**src/hw/led_dim_regs.svh**
```systemverilog
// Timing constants and rule summary for the LED dimming and fault control block
// What this block does
// - Current fraction equals one hundred minus trim duty
// - Host drives trim pulses at 40 kHz to 1 MHz; here the host is fixed at 200 kHz by HOST_TRIM_PERIOD
// - Trim input pulled down gives full current
// - Current settles within half a millisecond
// - Host extends range with minimum gate, trim up to 90%
// - Trim source needs 50 ns resolution at 200 kHz
// - Host tunes lead time from 2.5 to 4 us; here lead is fixed at 3 us by LEAD_NS, with no host control
// - Activate low over 16 ms enters sleep
// - Wake clears faults, soft start on gate high
// - Gate low over 16 ms clears faults, no sleep
// - After gate clear, next gate rise soft starts
// - Bias and clock mirror run while activate high
// - Channel above short threshold leaves regulation
// - Standard variant drives error indicator low on short
// - Indicator stays latched until a 16 ms low
// - Alternate variant disables channel, indicator stays high
// - Short detection only while some pin regulates
// - Sinks on only when activate and gate high; here the sinks are also on for the lead time after either falls
// - Gate rise starts boost, sinks after lead time
// - Gate fall keeps boost and sinks for lead time
`ifndef LED_DIM_REGS_SVH
`define LED_DIM_REGS_SVH
`define CLK_MHZ            250
`define LOW_TIMEOUT_US     16000
`define LOW_TIMEOUT_CYC    (`LOW_TIMEOUT_US * `CLK_MHZ)
`define LEAD_NS            3000
`define LEAD_CYC           ((`LEAD_NS * `CLK_MHZ) / 1000)
`define SETTLE_US          500
`define SETTLE_CYC         ((`SETTLE_US * `CLK_MHZ) / 8)
`define TRIM_WIN_CYC       6250
`define SOFT_START_CYC     1024
`define CLK_MIRROR_HALF    63
`define HOST_TRIM_PERIOD   1250
`endif

```
**src/hw/led_dim_pkg.sv**
```systemverilog
// Types shared by the LED dimming control ends
package led_dim_pkg;
	typedef logic [3:0]  chan_t;
	typedef logic [7:0]  level_t;
	typedef logic [15:0] win_t;
	typedef enum logic [1:0] {
		ST_SLEEP = 2'b00,
		ST_IDLE  = 2'b01,
		ST_SOFT  = 2'b10,
		ST_RUN   = 2'b11
	} pwr_state_t;
endpackage

```
**src/hw/led_dim_if.sv**
```systemverilog
// Pin bundle between host controller and LED driver control
interface led_dim_if;
	logic chip_activate;
	logic dim_gate;
	logic analog_trim_pulse_input;
	logic fault_n_out;
	logic fault_n_oe;
	logic fault_n;
	logic clock_mirror_output;
	// Open-drain indicator with pull-up
	assign fault_n = fault_n_oe ? fault_n_out : 1'b1;
	modport device (
		input  chip_activate, dim_gate, analog_trim_pulse_input, fault_n,
		output fault_n_out, fault_n_oe, clock_mirror_output
	);
	modport host (
		output chip_activate, dim_gate, analog_trim_pulse_input,
		input  fault_n, clock_mirror_output
	);
endinterface

```
**src/hw/led_dim_dev.sv**
```systemverilog
// Device end: sink gating, trim scaling, sleep, short detection and fault latch
`include "led_dim_regs.svh"
module led_dim_dev #(
	parameter int LOW_TIMEOUT = `LOW_TIMEOUT_CYC,
	parameter int SETTLE      = `SETTLE_CYC,
	parameter bit ALT_VARIANT = 1'b0
) (
	// Clock and reset
	input  wire logic         core_clk,
	input  wire logic         rst,
	// Pins
	led_dim_if.device         pins,
	// Analog comparator flags per sink channel (asynchronous)
	input  wire led_dim_pkg::chan_t pin_above_short,
	input  wire led_dim_pkg::chan_t pin_in_reg,
	// Power stage controls
	output led_dim_pkg::chan_t sink_en,
	output logic              boost_en,
	output logic              bias_en,
	output logic              soft_start,
	output led_dim_pkg::level_t current_pct,
	output led_dim_pkg::pwr_state_t pwr_state
);
	import led_dim_pkg::*;
	logic [1:0]  act_s, gate_s, trim_s;
	chan_t       shr_a, shr_b, reg_a, reg_b;
	logic [31:0] act_low_r, gate_low_r;
	logic [11:0] lead_r;
	logic        gate_d_r, tail_r, lead_done_r;
	pwr_state_t  st_r, st_nxt;
	logic [9:0]  soft_r;
	chan_t       off_r;
	logic        fault_r;
	logic [15:0] win_r, hi_cnt_r;
	level_t      target_r, cur_r;
	logic [31:0] settle_r;
	logic [5:0]  mir_cnt_r;
	logic        mir_r;
	// Two-flop synchronisers on all pins and comparator flags
	always_ff @(posedge core_clk) begin
		if (rst) begin
			act_s  <= '0;
			gate_s <= '0;
			trim_s <= '0;
			shr_a  <= '0;
			shr_b  <= '0;
			reg_a  <= '0;
			reg_b  <= '0;
		end else begin
			act_s  <= {act_s[0], pins.chip_activate};
			gate_s <= {gate_s[0], pins.dim_gate};
			trim_s <= {trim_s[0], pins.analog_trim_pulse_input}; // low means full
			shr_a  <= pin_above_short;
			shr_b  <= shr_a;
			reg_a  <= pin_in_reg;
			reg_b  <= reg_a;
		end
	end
	wire act  = act_s[1];
	wire gate = gate_s[1] & act;
	// Long low timers restart on any high
	wire act_timeout  = (act_low_r == 32'(LOW_TIMEOUT - 1));
	wire gate_timeout = (gate_low_r == 32'(LOW_TIMEOUT - 1));
	always_ff @(posedge core_clk) begin
		if (rst) begin
			act_low_r  <= '0;
			gate_low_r <= '0;
		end else begin
			act_low_r  <= act ? '0 : (act_timeout ? act_low_r : act_low_r + 32'h1);
			gate_low_r <= (gate_s[1] | ~act) ? '0 :
				(gate_timeout ? gate_low_r : gate_low_r + 32'h1);
		end
	end
	wire act_exp  = (act_low_r == 32'(LOW_TIMEOUT - 2));
	wire gate_exp = (gate_low_r == 32'(LOW_TIMEOUT - 2)) & act;
	wire fault_clr = act_exp | gate_exp;
	// Power state: sleep, idle, soft start, run
	always_comb begin
		st_nxt = st_r;
		unique case (st_r)
			ST_SLEEP: if (act) st_nxt = ST_IDLE;
			ST_IDLE:  if (gate) st_nxt = ST_SOFT;
			ST_SOFT:  if (soft_r == 10'(`SOFT_START_CYC - 1)) st_nxt = ST_RUN;
			ST_RUN:   if (gate_exp) st_nxt = ST_IDLE;
		endcase
		if (act_exp) st_nxt = ST_SLEEP;
	end
	always_ff @(posedge core_clk) begin
		if (rst) begin
			st_r   <= ST_SLEEP;
			soft_r <= '0;
		end else begin
			st_r   <= st_nxt;
			soft_r <= (st_r == ST_SOFT) ? soft_r + 10'h001 : '0;
		end
	end
	// Lead time: boost on at gate rise, sinks after lead, both held lead after fall
	wire gate_rise = gate & ~gate_d_r;
	wire gate_fall = ~gate & gate_d_r;
	always_ff @(posedge core_clk) begin
		if (rst) begin
			gate_d_r    <= 1'b0;
			lead_r      <= '0;
			lead_done_r <= 1'b0;
			tail_r      <= 1'b0;
		end else begin
			gate_d_r <= gate;
			if (gate_rise | gate_fall) begin
				lead_r      <= 12'(`LEAD_CYC);
				lead_done_r <= 1'b0;
			end else if (lead_r != 12'h000) begin
				lead_r <= lead_r - 12'h001;
			end else begin
				lead_done_r <= gate;
			end
			if (gate_fall) tail_r <= lead_done_r | (lead_r != 12'h000);
			else if (lead_r == 12'h001 | gate) tail_r <= 1'b0;
		end
	end
	wire stage_on = (st_r != ST_SLEEP) & (st_r != ST_IDLE);
	// Tail covers the fall cycle itself, before tail_r is loaded
	wire tail_now = tail_r | (gate_fall & (lead_done_r | (lead_r != 12'h000)));
	wire sink_win = (gate & lead_done_r) | tail_now;
	// Short detection and per-channel latch
	wire       any_reg = |reg_b;
	wire chan_t new_sh = (sink_win & any_reg) ? shr_b : 4'h0;
	always_ff @(posedge core_clk) begin
		if (rst | (st_r == ST_SLEEP & act)) begin
			off_r   <= '0;
			fault_r <= 1'b0;
		end else if (fault_clr & ~(|new_sh)) begin
			off_r   <= '0;
			fault_r <= 1'b0;
		end else begin
			off_r   <= off_r | new_sh; // set wins over clear
			fault_r <= fault_r | ((|new_sh) & ~ALT_VARIANT);
		end
	end
	// Trim duty measured over a fixed window
	always_ff @(posedge core_clk) begin
		if (rst) begin
			win_r    <= '0;
			hi_cnt_r <= '0;
			target_r <= 8'h64;
		end else if (win_r == 16'(`TRIM_WIN_CYC - 1)) begin
			win_r    <= '0;
			hi_cnt_r <= '0;
			target_r <= 8'(8'h64 - 8'(32'(hi_cnt_r) * 100 / `TRIM_WIN_CYC));
		end else begin
			win_r    <= win_r + 16'h0001;
			hi_cnt_r <= hi_cnt_r + 16'(trim_s[1]);
		end
	end
	// Current ramps one percent per step to settle within the bound
	always_ff @(posedge core_clk) begin
		if (rst) begin
			settle_r <= '0;
			cur_r    <= 8'h64;
		end else if (settle_r >= 32'(SETTLE / 100)) begin
			settle_r <= '0;
			if (cur_r < target_r) cur_r <= cur_r + 8'h01;
			else if (cur_r > target_r) cur_r <= cur_r - 8'h01;
		end else begin
			settle_r <= settle_r + 32'h1;
		end
	end
	// Clock mirror runs whenever activate is high
	always_ff @(posedge core_clk) begin
		if (rst | ~act) begin
			mir_cnt_r <= '0;
			mir_r     <= 1'b0;
		end else if (mir_cnt_r == 6'(`CLK_MIRROR_HALF - 1)) begin
			mir_cnt_r <= '0;
			mir_r     <= ~mir_r;
		end else begin
			mir_cnt_r <= mir_cnt_r + 6'h01;
		end
	end
	assign sink_en     = (stage_on & sink_win) ? ~off_r : 4'h0;
	assign boost_en    = stage_on & (gate | tail_now);
	assign bias_en     = act | (st_r != ST_SLEEP);
	assign soft_start  = (st_r == ST_SOFT);
	assign current_pct = cur_r;
	assign pwr_state   = st_r;
	assign pins.fault_n_out         = 1'b0;
	assign pins.fault_n_oe          = fault_r;
	assign pins.clock_mirror_output = mir_r;
endmodule

```
**src/flat_wrapper.sv**
```systemverilog
// flat-port wrapper written by rule: the top's interface ports become plain ports
module led_dim_dev_flat import led_dim_pkg::*;
#(
	parameter int LOW_TIMEOUT = `LOW_TIMEOUT_CYC,
	parameter int SETTLE      = `SETTLE_CYC,
	parameter bit ALT_VARIANT = 1'b0
)
  (core_clk, rst, pin_above_short, pin_in_reg, sink_en, boost_en, bias_en, soft_start, current_pct, pwr_state, pins_chip_activate, pins_dim_gate, pins_analog_trim_pulse_input, pins_fault_n_out, pins_fault_n_oe, pins_clock_mirror_output);
  led_dim_if pins_i ();
  input  wire logic core_clk;
  input  wire logic rst;
  input  wire led_dim_pkg::chan_t pin_above_short;
  input  wire led_dim_pkg::chan_t pin_in_reg;
  output led_dim_pkg::chan_t sink_en;
  output logic boost_en;
  output logic bias_en;
  output logic soft_start;
  output led_dim_pkg::level_t current_pct;
  output led_dim_pkg::pwr_state_t pwr_state;
  input wire logic [$bits(pins_i.chip_activate)-1:0] pins_chip_activate;
  input wire logic [$bits(pins_i.dim_gate)-1:0] pins_dim_gate;
  input wire logic [$bits(pins_i.analog_trim_pulse_input)-1:0] pins_analog_trim_pulse_input;
  output wire logic [$bits(pins_i.fault_n_out)-1:0] pins_fault_n_out;
  output wire logic [$bits(pins_i.fault_n_oe)-1:0] pins_fault_n_oe;
  output wire logic [$bits(pins_i.clock_mirror_output)-1:0] pins_clock_mirror_output;
  assign pins_i.chip_activate = pins_chip_activate;
  assign pins_i.dim_gate = pins_dim_gate;
  assign pins_i.analog_trim_pulse_input = pins_analog_trim_pulse_input;
  assign pins_fault_n_out = pins_i.fault_n_out;
  assign pins_fault_n_oe = pins_i.fault_n_oe;
  assign pins_clock_mirror_output = pins_i.clock_mirror_output;
  led_dim_dev #(.LOW_TIMEOUT(LOW_TIMEOUT), .SETTLE(SETTLE), .ALT_VARIANT(ALT_VARIANT)) u_core (.core_clk(core_clk), .rst(rst), .pins(pins_i), .pin_above_short(pin_above_short), .pin_in_reg(pin_in_reg), .sink_en(sink_en), .boost_en(boost_en), .bias_en(bias_en), .soft_start(soft_start), .current_pct(current_pct), .pwr_state(pwr_state));
endmodule
```
**config.mk**
```make
export PLATFORM = sky130hd
export DESIGN_NAME = led_dim_dev_flat
export DESIGN_NICKNAME = d
export VERILOG_FILES = /design/src/hw/led_dim_pkg.sv /design/src/hw/led_dim_if.sv /design/src/hw/led_dim_dev.sv /design/src/flat_wrapper.sv
export VERILOG_INCLUDE_DIRS = /design/src /design/src/hw
export SDC_FILE = /design/constraint.sdc
export NUM_CORES = 1
export LEC_CHECK = 0
export BUFFER_PORTS_ARGS = -buffer_cell sky130_fd_sc_hd__buf_4
export CORE_MARGIN = 4
export CORE_UTILIZATION = 45
export DETAILED_ROUTE_END_ITERATION = 8
export PLACE_DENSITY = 0.61
export SLEW_MARGIN = 20
export SYNTH_ARGS = -nofsm -noshare
export SYNTH_HDL_FRONTEND = slang
export SYNTH_SLANG_ARGS = --single-unit
```
**constraint.sdc**
```tcl
create_clock -name core_clk -period 32.2 [get_ports core_clk]
set_input_delay 3.22 -clock core_clk [delete_from_list [all_inputs] [get_ports core_clk]]
set_output_delay 3.22 -clock core_clk [all_outputs]
set_load 0.02 [all_outputs]
```
==> results_dict.tcl <==
set metrics [dict create \
    status "completed" \
    setup_viol 0 \
    timing.critical_path.slowest_cell_delay_ns 0.73 \
    power.density_nw_per_um2 37.5 \
    post_dp_cell_area_um2 17900 \
    synth_cell_types 139 \
    start_util_pct 45.8 \
    final_hold_viol_count 0 \
    cp-end-kind "flip-flop" \
    synthMostInstantiatedCell "nor2_1" \
    drc 0 \
    numCtsBuffers 20 \
    dp_slack_ns 13.39 \
    cts-root-buf "clkbuf_16" \
    num_rows 71 \
    h-tree-depth 1 \
    cts_tree "yes" \
    dr_total_vias 16000 \
    fp.coreArea_um2 37800 \
    first_global_vias 15200 \
    diodes 0 \
    crit_fanout 17 \
    finish.utilization_pct 49.2 \
    cts.path.max_buffers 3 \
    crit_top_cell "ha_1" \
    ant_nets 0 \
    track_usage_pct 20.6 \
    setup.worst_path.start_class "flip-flop" \
    wl_per_cell_um 16.4 \
    post_cts_resized 0 \
    fin_crit_ns 19.06 \
    place_hpwl_um 34300 \
    setup-tns-final_ns 0 \
    clock_latency_ns 0.48 \
    synth-seq-cells 205 \
    synthArstFlopShare_pct 0 \
    worst_hold_path_type "reg2reg" \
    gp_congestion 0.925 \
    synthCells 2159 \
    syn2layout_area_growth_pct 7.57 \
    grt_max_degree 44 \
    drtIter0Drc 1114 \
    holdBufCountCts 0 \
    min_period_over_period_pct 59.2 \
    synth_top_area_share_pct 23.7 \
    fin_ws_ns 13.14 \
    synth-edff-count 0 \
    cp.arrival_ns 19.40 \
    critical_path_class "reg2reg" \
    fin_skew_ns 0.00970 \
    synth_largest_area_cell "dfxtp_1" \
    maxSlewViolCount 0 \
    ys_dominant_reg_cell "dfxtp_1" \
    die_y_um 204 \
    drt-total-wl_um 44400 \
    cp.required_ns 32.55 \
    rsz0062_at_grt "false" \
    drv_cap 0 \
    relSlewSlack_pct 28.6 \
    ios 33 \
    yosysWarnings 0 \
    synthTopCellsByCount "258 x nor2_1, 205 x dfxtp_1, 177 x nand2_1" \
    cts_setup_buffers 0 \
    max_clock_freq_mhz 52.5 \
    antenna_found_initial 1 \
    slowest_stage "or4_1" \
    dieArea_um2 41600 \
    clkTransAtPathRegs_ns 0.07 \
    tightest_slew_ns 1.04 \
    grt-ovfl-total 0 \
    nNetsFinal 2294 \
    place.port_buffers 31 \
    via_per_inst 5.91 \
    fin_area_um2 18600 \
    syn_area_um2 17300 \
    die_w_um 204 \
    syn_avg_cell_area_um2 8.01 \
    clock-sinks 205 \
    ir_drop_mv 0.0333 \
    p_leak_nw 7.23 \
    first_pass_iters 5 \
    yosysSeqAreaShare_pct 23.7 \
    yosys-top-cells-area "dfxtp_1 24%, ha_1 6.9%, nor2_1 5.6%, xnor2_1 5.5%, xor2_1 4.5%" \
    grt_pass1_wl_um 74600 \
    drive_above_1_share_pct 9.23 \
]
-- cells in the final DEF, fill, tap and decap left out, drive strengths merged, types with 32 or more instances in the layout --
cell type / count
nand2: 180
and3: 43
nand4: 39
or3: 34
dfxtp: 205
ha: 95
nand3: 95
o21ai: 101
and2: 32
buf: 38
a211oi: 49
o211ai: 34
inv: 64
xor2: 89
nor2: 266
nor4: 35
a21oi: 117
xnor2: 115
nor3: 58
-- where the power goes --
part	switching, mW	internal (mW)	leakage (nW)
registers	0.0142	0.269	1.67
logic	0.0900	0.0732	5.22
clock network	0.0978	0.153	0.338
total	0.202	0.495	7.23
-- cell families after synthesis --
| kind of cell | after synthesis | synth area share, % |
|---|---|---|
| adder cells (fa/ha/maj) | 107 | 8.27 |
| flip-flops | 205 | 23.7 |
| other | 1 | 0.0217 |
| buffers and inverters | 134 | 3.95 |
| XOR/XNOR | 204 | 10.6 |
| AO/OA/AOI/OAI | 572 | 24.9 |
| AND/OR/NAND/NOR | 900 | 26.2 |
| multiplexers | 36 | 2.23 |
-- worst max-delay path, delay by kind of cell (launching register included) --
kind                       cells  cell delay, ns
AOI/OAI and AO/OA             28            9.56
xor gates and xnor gates       3            0.92
adders and majority gates      6            1.80
buffers and inverters          4            0.47
DFF                            1            0.65
muxes                          2            0.78
and+or+nand+nor               14            4.71
-- layer usage --
metal,share of wire (%),GRT usage (%),wire length (um)
met1,46,27.3,20200
met4,2.8,6.20,1240
met2,47,35.7,20900
met3,4.5,1.89,1980
met5,0.027,0,12
-- through the flow --
step	power, mW	instances	hold slack, ns
final	0.697	2699	0.442
after CTS	0.707	2699	0.445
after global routing	0.744	2699	0.459
after floorplan	0.412	2183	0.414
after global placement	0.449	2663	0.424
after detailed placement	0.452	2663	0.428
-- worst paths after layout --
kind                            slack [ns]                           from  cells past startpoint                              end
worst max-delay path                 13.14  u_core.hi_cnt_r[2]$_SDFF_PP0_                     57  u_core.target_r[6]$_SDFFE_PP1P_
worst min-delay path                  0.44     u_core.reg_a[0]$_SDFF_PP0_                      1       u_core.reg_b[0]$_SDFF_PP0_
worst max register to register       13.14  u_core.hi_cnt_r[2]$_SDFF_PP0_                     57  u_core.target_r[6]$_SDFFE_PP1P_
worst min register to register        0.44     u_core.reg_a[0]$_SDFF_PP0_                      1       u_core.reg_b[0]$_SDFF_PP0_
-- cell type report --
class | instances | area (um^2)
fillers | 3719 | 19200
repair buffers | 38 | 285
multi-input cells | 1844 | 12600
flip-flops and latches | 205 | 4100
well taps | 511 | 639
clock inverters | 8 | 129
inverters | 65 | 244
clock buffers | 28 | 592
-- state kept, by name, indices dropped and copies added, names as in the netlist, 6 cells and up --
name,flops
u_core.settle_r,32
u_core.act_low_r,32
u_core.mir_cnt_r,6
u_core.current_pct,8
u_core.soft_r,10
u_core.hi_cnt_r,16
u_core.target_r,8
u_core.gate_low_r,32
u_core.win_r,16
u_core.lead_r,12
Note: power is estimated with default switching activity, not from simulation.
